### src/design/acts_pkg.sv
// Constants shared by the conversion timing select block.
package acts_pkg;
	localparam int ADDR_W = 4;
	localparam logic [3:0] OFF_MODE0 = 4'h0;
	localparam logic [3:0] OFF_MODE1 = 4'h1;
	localparam logic [3:0] OFF_STATUS = 4'h2;
	localparam logic [3:0] OFF_COUNT = 4'h3;
	localparam int BIT_RUN = 7;
	localparam int BIT_CMPEN = 0;
	localparam int FLD_CKSEL_LO = 3;
	localparam int BIT_VMHI = 2;
	localparam int BIT_VMLO = 1;
	localparam int BIT_LOWCUR = 7;
	localparam logic [2:0] CKSEL_DIV32 = 3'h0;
	localparam logic [2:0] CKSEL_DIV16 = 3'h1;
	localparam int DIV32 = 32;
	localparam int DIV16 = 16;
	localparam int START_DELAY_CYC = 1;
	localparam int IRQ_DELAY_CYC = 1;
	localparam int CONV_CYC_NORMAL = 64;
	localparam int CONV_CYC_LOWV = 80;
	localparam int SCAN_CHANNELS = 4;
	localparam int START_TIME_CYC = 1;
	localparam logic [7:0] MODE0_RESET = 8'h00;
	localparam logic [7:0] MODE1_RESET = 8'h00;
	typedef enum logic [2:0] {ACTS_IDLE, ACTS_STARTT, ACTS_DELAY, ACTS_CONV, ACTS_IRQD}
		acts_state_t;
endpackage

### src/design/acts_timing_select.sv
// Conversion timing select and no-wait scan sequencer for the A/D converter.
// Behaviour
// - No-wait scans start without stabilization wait.
// - Scan equals delay plus four conversions plus delay.
// - Conversion is 64 normal, 80 low-voltage cycles.
// - One-cycle start delay and interrupt delay.
// - First conversion adds the conversion start time.
//
// Implementation choices: the strobed register port and the placing of the registers.
`timescale 1ns/1ps
module acts_timing_select import acts_pkg::*; (
	input wire logic clk, // System clock, 50 MHz.
	input wire logic srst, // Synchronous reset, active high.
	input wire logic [ADDR_W-1:0] addr, // Register address.
	input wire logic [7:0] wrData, // Write data.
	input wire logic wrStb, // Write strobe.
	input wire logic rdStb, // Read strobe.
	input wire logic hwTrigger, // Hardware trigger from same-clock logic.
	output logic [7:0] rdData, // Read data, one cycle after rdStb.
	output logic convTick, // One-cycle pulse per conversion clock.
	output logic sampleDone, // Pulse at end of each channel conversion.
	output logic scanIrq // One-cycle completion interrupt pulse.
);
	logic [7:0] modeReg0, modeReg1, next_modeReg0, next_modeReg1;
	logic [7:0] rdNext;
	logic [5:0] divCnt, next_divCnt;
	logic [6:0] cycCnt, next_cycCnt;
	logic [2:0] chanCnt, next_chanCnt;
	logic [15:0] scanCnt, next_scanCnt;
	acts_state_t state, next_state;
	logic convRun, cmpEn, lowVolt, fadTick, lastConvCyc;
	logic [2:0] ckSel;
	logic [5:0] divTop;
	logic [6:0] convTop;

	assign convRun = modeReg0[BIT_RUN];
	assign cmpEn = modeReg0[BIT_CMPEN];
	assign ckSel = modeReg0[FLD_CKSEL_LO +: 3];
	assign lowVolt = modeReg0[BIT_VMHI];
	// Codes other than divide-by-16 fall back to divide-by-32, the slower safe rate.
	assign divTop = (ckSel == CKSEL_DIV16) ? 6'(DIV16 - 1) : 6'(DIV32 - 1);
	assign convTop = lowVolt ? 7'(CONV_CYC_LOWV - 1) : 7'(CONV_CYC_NORMAL - 1);
	assign fadTick = (divCnt == divTop);
	assign lastConvCyc = fadTick && (cycCnt == convTop);

	// Timing bits only take a new value while run and enable are both clear.
	always_comb begin
		next_modeReg0 = modeReg0;
		next_modeReg1 = modeReg1;
		if (wrStb && addr == OFF_MODE0) begin
			if (!convRun && !cmpEn) begin
				next_modeReg0 = wrData;
			end else begin
				next_modeReg0 = {wrData[7:6], modeReg0[5:1], wrData[0]};
			end
		end
		if (wrStb && addr == OFF_MODE1) begin
			next_modeReg1 = wrData;
		end
		if (state == ACTS_IRQD && fadTick && !hwTrigger) begin
			next_modeReg0[BIT_RUN] = 1'b0;
		end
	end

	always_comb begin
		rdNext = 8'h00;
		if (rdStb) begin
			unique case (addr)
				OFF_MODE0: rdNext = modeReg0;
				OFF_MODE1: rdNext = modeReg1;
				OFF_STATUS: rdNext = {5'h00, state};
				OFF_COUNT: rdNext = {5'h00, chanCnt};
				default: rdNext = 8'h00;
			endcase
		end
	end

	always_comb begin
		next_state = state;
		next_divCnt = fadTick ? 6'h00 : divCnt + 6'h01;
		next_cycCnt = cycCnt;
		next_chanCnt = chanCnt;
		next_scanCnt = (state == ACTS_IDLE) ? 16'h0000 : scanCnt + 16'h0001;
		unique case (state)
			ACTS_IDLE: begin
				next_divCnt = 6'h00;
				// No stabilization wait: go straight to the start sequence.
				if (cmpEn && (convRun || hwTrigger)) begin
					next_state = ACTS_STARTT;
					next_chanCnt = 3'h0;
					next_cycCnt = 7'h00;
				end
			end
			ACTS_STARTT: if (fadTick) begin
				next_state = ACTS_DELAY;
			end
			ACTS_DELAY: if (fadTick) begin
				next_state = ACTS_CONV;
				next_cycCnt = 7'h00;
			end
			ACTS_CONV: if (fadTick) begin
				next_cycCnt = cycCnt + 7'h01;
				if (cycCnt == convTop) begin
					next_cycCnt = 7'h00;
					next_chanCnt = chanCnt + 3'h1;
					if (chanCnt == 3'(SCAN_CHANNELS - 1)) begin
						next_state = ACTS_IRQD;
					end
				end
			end
			ACTS_IRQD: if (fadTick) begin
				next_state = ACTS_IDLE;
			end
			default: next_state = ACTS_IDLE;
		endcase
		if (!cmpEn) begin
			next_state = ACTS_IDLE;
		end
	end

	always_ff @(posedge clk) begin
		if (srst) begin
			modeReg0 <= MODE0_RESET;
			modeReg1 <= MODE1_RESET;
			rdData <= 8'h00;
			state <= ACTS_IDLE;
			divCnt <= 6'h00;
			cycCnt <= 7'h00;
			chanCnt <= 3'h0;
			scanCnt <= 16'h0000;
			convTick <= 1'b0;
			sampleDone <= 1'b0;
			scanIrq <= 1'b0;
		end else begin
			modeReg0 <= next_modeReg0;
			modeReg1 <= next_modeReg1;
			rdData <= rdNext;
			state <= next_state;
			divCnt <= next_divCnt;
			cycCnt <= next_cycCnt;
			chanCnt <= next_chanCnt;
			scanCnt <= next_scanCnt;
			convTick <= (state != ACTS_IDLE) && fadTick;
			sampleDone <= (state == ACTS_CONV) && lastConvCyc && cmpEn;
			scanIrq <= (state == ACTS_IRQD) && fadTick && cmpEn;
		end
	end
endmodule // acts_timing_select

### config.mk
export PLATFORM = sky130hd
export DESIGN_NAME = acts_timing_select
export DESIGN_NICKNAME = d
export VERILOG_FILES = /design/src/design/acts_pkg.sv /design/src/design/acts_timing_select.sv
export SDC_FILE = /design/constraint.sdc
export NUM_CORES = 1
export LEC_CHECK = 0
export ABC_AREA = 1
export BUFFER_PORTS_ARGS = -buffer_cell sky130_fd_sc_hd__buf_2
export CAP_MARGIN = 25
export CORE_AREA = 8 8 78 80
export DETAILED_ROUTE_END_ITERATION = 16
export DIE_AREA = 0 0 86 88
export PLACE_DENSITY = 0.69
export RECOVER_POWER = 25
export SLEW_MARGIN = 20
export SYNTH_ARGS = -nofsm -noshare
export SYNTH_HDL_FRONTEND = slang
export SYNTH_SLANG_ARGS = --single-unit
### constraint.sdc
create_clock -name clk -period 1.4 [get_ports clk]
set_input_delay 0.35 -clock clk [delete_from_list [all_inputs] [get_ports clk]]
set_output_delay 0.35 -clock clk [all_outputs]
set_load 0.01 [all_outputs]
== Yosys cells after proc, flatten, opt, wreduce, memory -nomap -nowiden ==
Cells that the tools add are included.

* Eq/ne operators: 18
* Add/sub/neg operators: 3
* Multiplexer cells: 20
* Reductions and logical operators: 28
* Bitwise gates (word level): 2

{| class="wikitable"
|+ Operator list
! operator !! count
|-
| $mux W7 || 5
|-
| $pmux W8 S4 || 1
|-
| $mux W3 || 10
|-
| $pmux W7 S3 || 1
|-
| $pmux W3 S5 || 1
|-
| $ne A2 B2 Y1 const B || 6
|-
| $logic_and A1 B1 Y1 || 11
|-
| $eq A3 B2 Y1 const B || 3
|-
| $eq A4 B2 Y1 const B || 2
|-
| $reduce_and A4 Y1 || 2
|-
| $add A7 B1 Y7 const B || 1
|-
| $eq A7 B7 Y1 || 1
|-
| $reduce_and A7 Y1 || 1
|-
| $add A6 B1 Y6 const B || 1
|-
| $eq A3 B1 Y1 const B || 2
|-
| $eq A6 B5 Y1 || 1
|-
| $pmux W3 S2 || 1
|-
| $reduce_bool A3 Y1 || 2
|-
| $reduce_or A2 Y1 || 3
|-
| $mux W5 || 1
|-
| $eq A4 B1 Y1 const B || 1
|-
| $logic_not A4 Y1 || 1
|-
| $add A3 B1 Y3 const B || 1
|-
| $eq A3 B3 Y1 const B || 1
|-
| other kinds (8) || 11
|}

* Register bits after elaboration: 46
* Logic and storage cells: 83

== Depth between registers and ports, before layout ==
* Depth after elaboration: 6
* Mapped depth: 10
* Mapped depth without buffers: 10

== Worst setup path after synthesis ==
Ideal clock, no wire load.

* Path type: register to register
* Start: reg divCnt[0]
* End: reg modeReg0[7]
* Period minus slack after synthesis: 1.430 ns
* Stages on the path, launching flop included: 8
* Path slack: -0.030 ns
* Required time: 1.283 ns
* Arrival time: 1.313 ns
* Setup time: 0.117 ns
* Path through: dfxtp_1 -> ha_1 -> nand3_2 -> nor2_4 -> nand3_4 -> or2_2 -> o21ai_0 -> nor2_1

* Word-level cells in the longest chain between the ends: 4

{| class="wikitable"
|+ RTL lines
! item !! line !! text
|-
| start: declaration || acts_timing_select.sv:26 || <nowiki>logic [5:0] divCnt, next_divCnt;</nowiki>
|-
| start signal: assignment || acts_timing_select.sv:139 || <nowiki>divCnt <= next_divCnt;</nowiki>
|-
| $eq A6 B5 Y1 || acts_timing_select.sv:43 || <nowiki>assign fadTick = (divCnt == divTop);</nowiki>
|-
| $logic_and A1 B1 Y1 (2 in a row) || acts_timing_select.sv:60 || <nowiki>if (state == ACTS_IRQD && fadTick && !hwTrigger) begin</nowiki>
|-
| $reduce_or A2 Y1 (no source line) || - ||
|-
| end signal: assignment || acts_timing_select.sv:135 || <nowiki>modeReg0 <= next_modeReg0;</nowiki>
|-
| end: declaration || acts_timing_select.sv:24 || <nowiki>logic [7:0] modeReg0, modeReg1, next_modeReg0, next_modeReg1;</nowiki>
|}

No other way between the ends.
A chain may end at the register's enable or synchronous reset.

== Worst setup path after layout ==
* Start: reg cycCnt[1]
* End: reg state[1]

* Word-level cells in the longest chain between the ends: 3

{| class="wikitable"
|+ RTL lines
! item !! line !! text
|-
| start: declaration || acts_timing_select.sv:27 || <nowiki>logic [6:0] cycCnt, next_cycCnt;</nowiki>
|-
| start signal: assignment || acts_timing_select.sv:140 || <nowiki>cycCnt <= next_cycCnt;</nowiki>
|-
| $eq A7 B7 Y1 || acts_timing_select.sv:103 || <nowiki>if (cycCnt == convTop) begin</nowiki>
|-
| $ne A2 B2 Y1 (no source line) || - ||
|-
| $reduce_and A7 Y1 (no source line) || - ||
|-
| end signal: assignment || acts_timing_select.sv:138 || <nowiki>state <= next_state;</nowiki>
|-
| end: declaration || acts_timing_select.sv:30 || <nowiki>acts_state_t state, next_state;</nowiki>
|}

No other way between the ends.

==> summary.md <==
| Metric | Value |
|---|---|
| Largest net degree at the start of global routing | `15` |
| Seq pwr share | `0.544` |
| Asr flop ratio synth | `0` |
| Synthesized area per cell | `between 7 and 8 µm²` |
| Number of synthesized flops with an enable pin | `0` |
| Multi-input logic area | `1175 µm²` |
| Post-synth top area share | `0.4332` |
| RSZ-0062 raised after global routing | `true` |
| TritonRoute pass-1 iters | `4` |
| CP bufs+invs | `0` |
| Most common cell in the netlist | `nand2_1` |
| Worst Skew | `about 0.010 ns` |
| Synth top area cells | `dfxtp_1, nand2_1, a21oi_1` |
| # IOs | `28` |
| Cell taking the most area after synthesis | `dfxtp_1` |
| Dpl cell area | `approximately 2500 µm²` |
| CTS sink count | `between 40 and 50` |
| Hold Crit Class | `primary input to flip-flop` |
| CTS tree | `built` |
| Period utilization | `1.024` |
| Syn_nets | `302` |
| Maximum VDD drop | `0.4015 mV` |
| Max frequency | `~700 MHz` |
| Post-Layout Inst Area | `2790 µm²` |
| Slew @ Worst Pin | `about 0.32 ns` |
| Yosys cell types | `33` |
| Violated checks | `setup timing` |
| Initial core utilization | `0.4328` |
| FF/Latch Area | `927.1 µm²` |
| Number of CTS-inserted buffers | `5` |
| Reg-to-reg setup timing slack | `-0.03 ns` |
| Seq/Total Area, Yosys | `0.4332` |
| Row cnt | `26` |
| Vias in the first global route | `slightly below 2,000` |
| Crit path max fanout | `5` |
| Critical path capture point type | `flip-flop` |
| Mapped Cells | `281` |
| Max-Cap Viols | `0` |
| Die width | `~86 µm` |
| Number of diodes | `0` |
| Outcome | `complete, but fails checks` |
| Clock network fraction of total power | `0.404` |
| Syn Std Cell Area | `about 2100 µm²` |
| Initial antenna violation count | `0` |
| NetSw | `around 530 µW` |
| Area Overhead vs Synth | `31.25%` |
| Htree depth | `2` |
| Power Total | `between 2000 and 2500 µW` |
| Worst EP required | `between 1.5 and 2 ns` |
| Via Count | `~2,000` |
| DPL Wire Length | `~3800 µm` |
| Crit-path cells | `ha_4, nand2_4, nor2_4, nand3_4, o21bai_4, nand2_2, o21bai_1, nand2_1, nor2_1` |
| First-pass GRT wire length | `8914 µm` |
| Worst-path clk slew | `0.09 ns` |
| Post-DRT Antenna Nets | `0` |
| Critical-path top delay cell | `dfxtp_2` |
| Setup CP Type | `flip-flop to flip-flop` |
| GRT Overall Usage | `0.1472` |
| Max-slew violations | `0` |
| CP peak stage delay | `approximately 0.36 ns` |
| Logic gate share of total power | `0.052` |
| Share of layout cells above drive strength 1 | `0.2919` |
| DR vias/cell | `roughly 5` |
| Remaining global-route overflow | `0` |
| Total core area | `roughly 4900 µm²` |
| Die area | `7568 µm²` |
| Primary FF master, synth | `dfxtp_1` |
| Setup ws final | `-0.03391 ns` |
| GPL Wtd Cong | `around 0.88` |
| Tmin final | `1.434 ns` |
| Int Pwr | `~1900 µW` |
| Worst Path Arrival | `~1.7 ns` |
| Static Leak | `around 0.0011 µW` |
| Root Buffer | `clkbuf_8` |
| Final setup vio count | `5` |
| Die height | `a little under 90 µm` |
| CP startpoint kind | `flip-flop` |
| Relative slew slack | `0.7878` |
| Fillers | `453` |
| CTS Buffer Depth | `2` |
| Flops & latches, synth | `46` |
| Post-CTS Hold Buffers | `0` |
| Starting DRT DRC Count | `just over 60` |
| I/O Buffers | `27` |
| DR DRC count | `0` |
| Ys Warns | `0` |
| Synth cell count leaders | `nand2_1, dfxtp_1, nor2_1` |
| Net Sw Frac | `0.2190` |
| P per Cell Area | `871.2 nW/µm²` |
| Final hold viol count | `0` |
| Layout Nets | `roughly 370` |
| Drt total wl | `5362 µm` |
| Critical path's top delay family | `simple AND/OR/NAND/NOR gates` |
| Clk Latency, worst-skew pair | `roughly 0.30 ns` |
| DR WL/cell | `~13 µm` |
-- registers in the layout, indices dropped and copies added (netlist names) --
signal      cells
chanCnt         3
sampleDone      1
state           3
rdData          8
modeReg0        8
divCnt          6
cycCnt          7
convTick        1
modeReg1        8
scanIrq         1
-- cell type report --
class | instances | share of cell area
Timing Repair Buffer | 60 | 0.1327
Clock inverter | 2 | 0.01345
Inverter | 32 | 0.04305
Multi-Input combinational cell | 200 | 0.4211
Tap cell | 70 | 0.03139
Clock buffer | 6 | 0.02601
Sequential cell | 46 | 0.3323
-- power groups by stage --
stage | clock [µW] | combinational (µW) | sequential [µW]
floorplan | 0 | 58.6 | 1350
global placement | 0 | 121 | 1350
detailed placement | 0 | 123 | 1350
CTS | 987 | 124 | 1320
global route | 1050 | 140 | 1320
finish | 982 | 126 | 1320
-- metrics by stage --
step                      hold slack [ns]  setup WS, ns  cells   TNS (ns)  utilization
after floorplan                    0.4191     -0.003215    281  -0.005555            -
after global placement             0.4446      -0.06653    401    -0.4258       0.5176
after detailed placement           0.4499       -0.1463    401     -1.152       0.5176
after CTS                          0.3020      -0.03833    414   -0.07186       0.5611
after global routing               0.3107       -0.1187    416     -1.401       0.5680
final                              0.3092      -0.03391    416    -0.1312       0.5680
-- worst paths after layout --
| check | start | endpoint | depth (start not counted) |
|---|---|---|---|
| worst max-delay path | cycCnt[1] | state[1] | 9 |
| worst min-delay path | wrData[6] | modeReg0[6] | 3 |
| worst max register to register | cycCnt[1] | state[1] | 9 |
| worst min register to register | modeReg0[1] | modeReg0[1] | 2 |
-- placed cells by master (no fill, tap or decap), drive strengths merged --
cell	instances
a21oi	29
o21ai	16
nand3b	1
nor3	3
xor2	4
a221oi	2
nand2	64
ha	4
clkinvlp	1
nor2	38
nor4	1
nand4	4
a211oi	1
buf	55
o22ai	3
a31oi	1
inv	32
dfxtp	46
clkbuf	11
bufinv	1
o21bai	2
or2	3
nor3b	2
nand3	22
-- metal layers --
layer	global-route usage	vias to the layer above	share of wire
li1	-	1048	-
met1	0.1696	931	0.45
met2	0.2512	30	0.49
met3	0.03471	14	0.033
met4	0.07006	0	0.024
met5	0	-	0
-- worst register-to-register path, stage by stage, from the launching register on --
cell	delay, ns
dfxtp_2	0.36
ha_4	0.15
nand2_4	0.06
nor2_4	0.12
nand3_4	0.13
o21bai_4	0.15
nand2_2	0.10
o21bai_1	0.14
nand2_1	0.06
nor2_1	0.11
-- cells by family after synthesis --
kind of cell / synth area share
AO/OA/AOI/OAI: 0.1454
XOR/XNOR: 0.01648
adder cells (fa/ha/maj): 0.02354
buffers and inverters: 0.06415
flip-flops: 0.4332
AND/OR/NAND/NOR: 0.3172
-- what timing repair did --
item | in CTS | in global routing
setup buffers | 4 | 2
gates cloned | 1 | 0
resized for setup | 14 | 11
pin swaps | 12 | 10
endpoints found under the setup margin | 14 | 16
No activity file was read; power rests on OpenSTA's default activity.
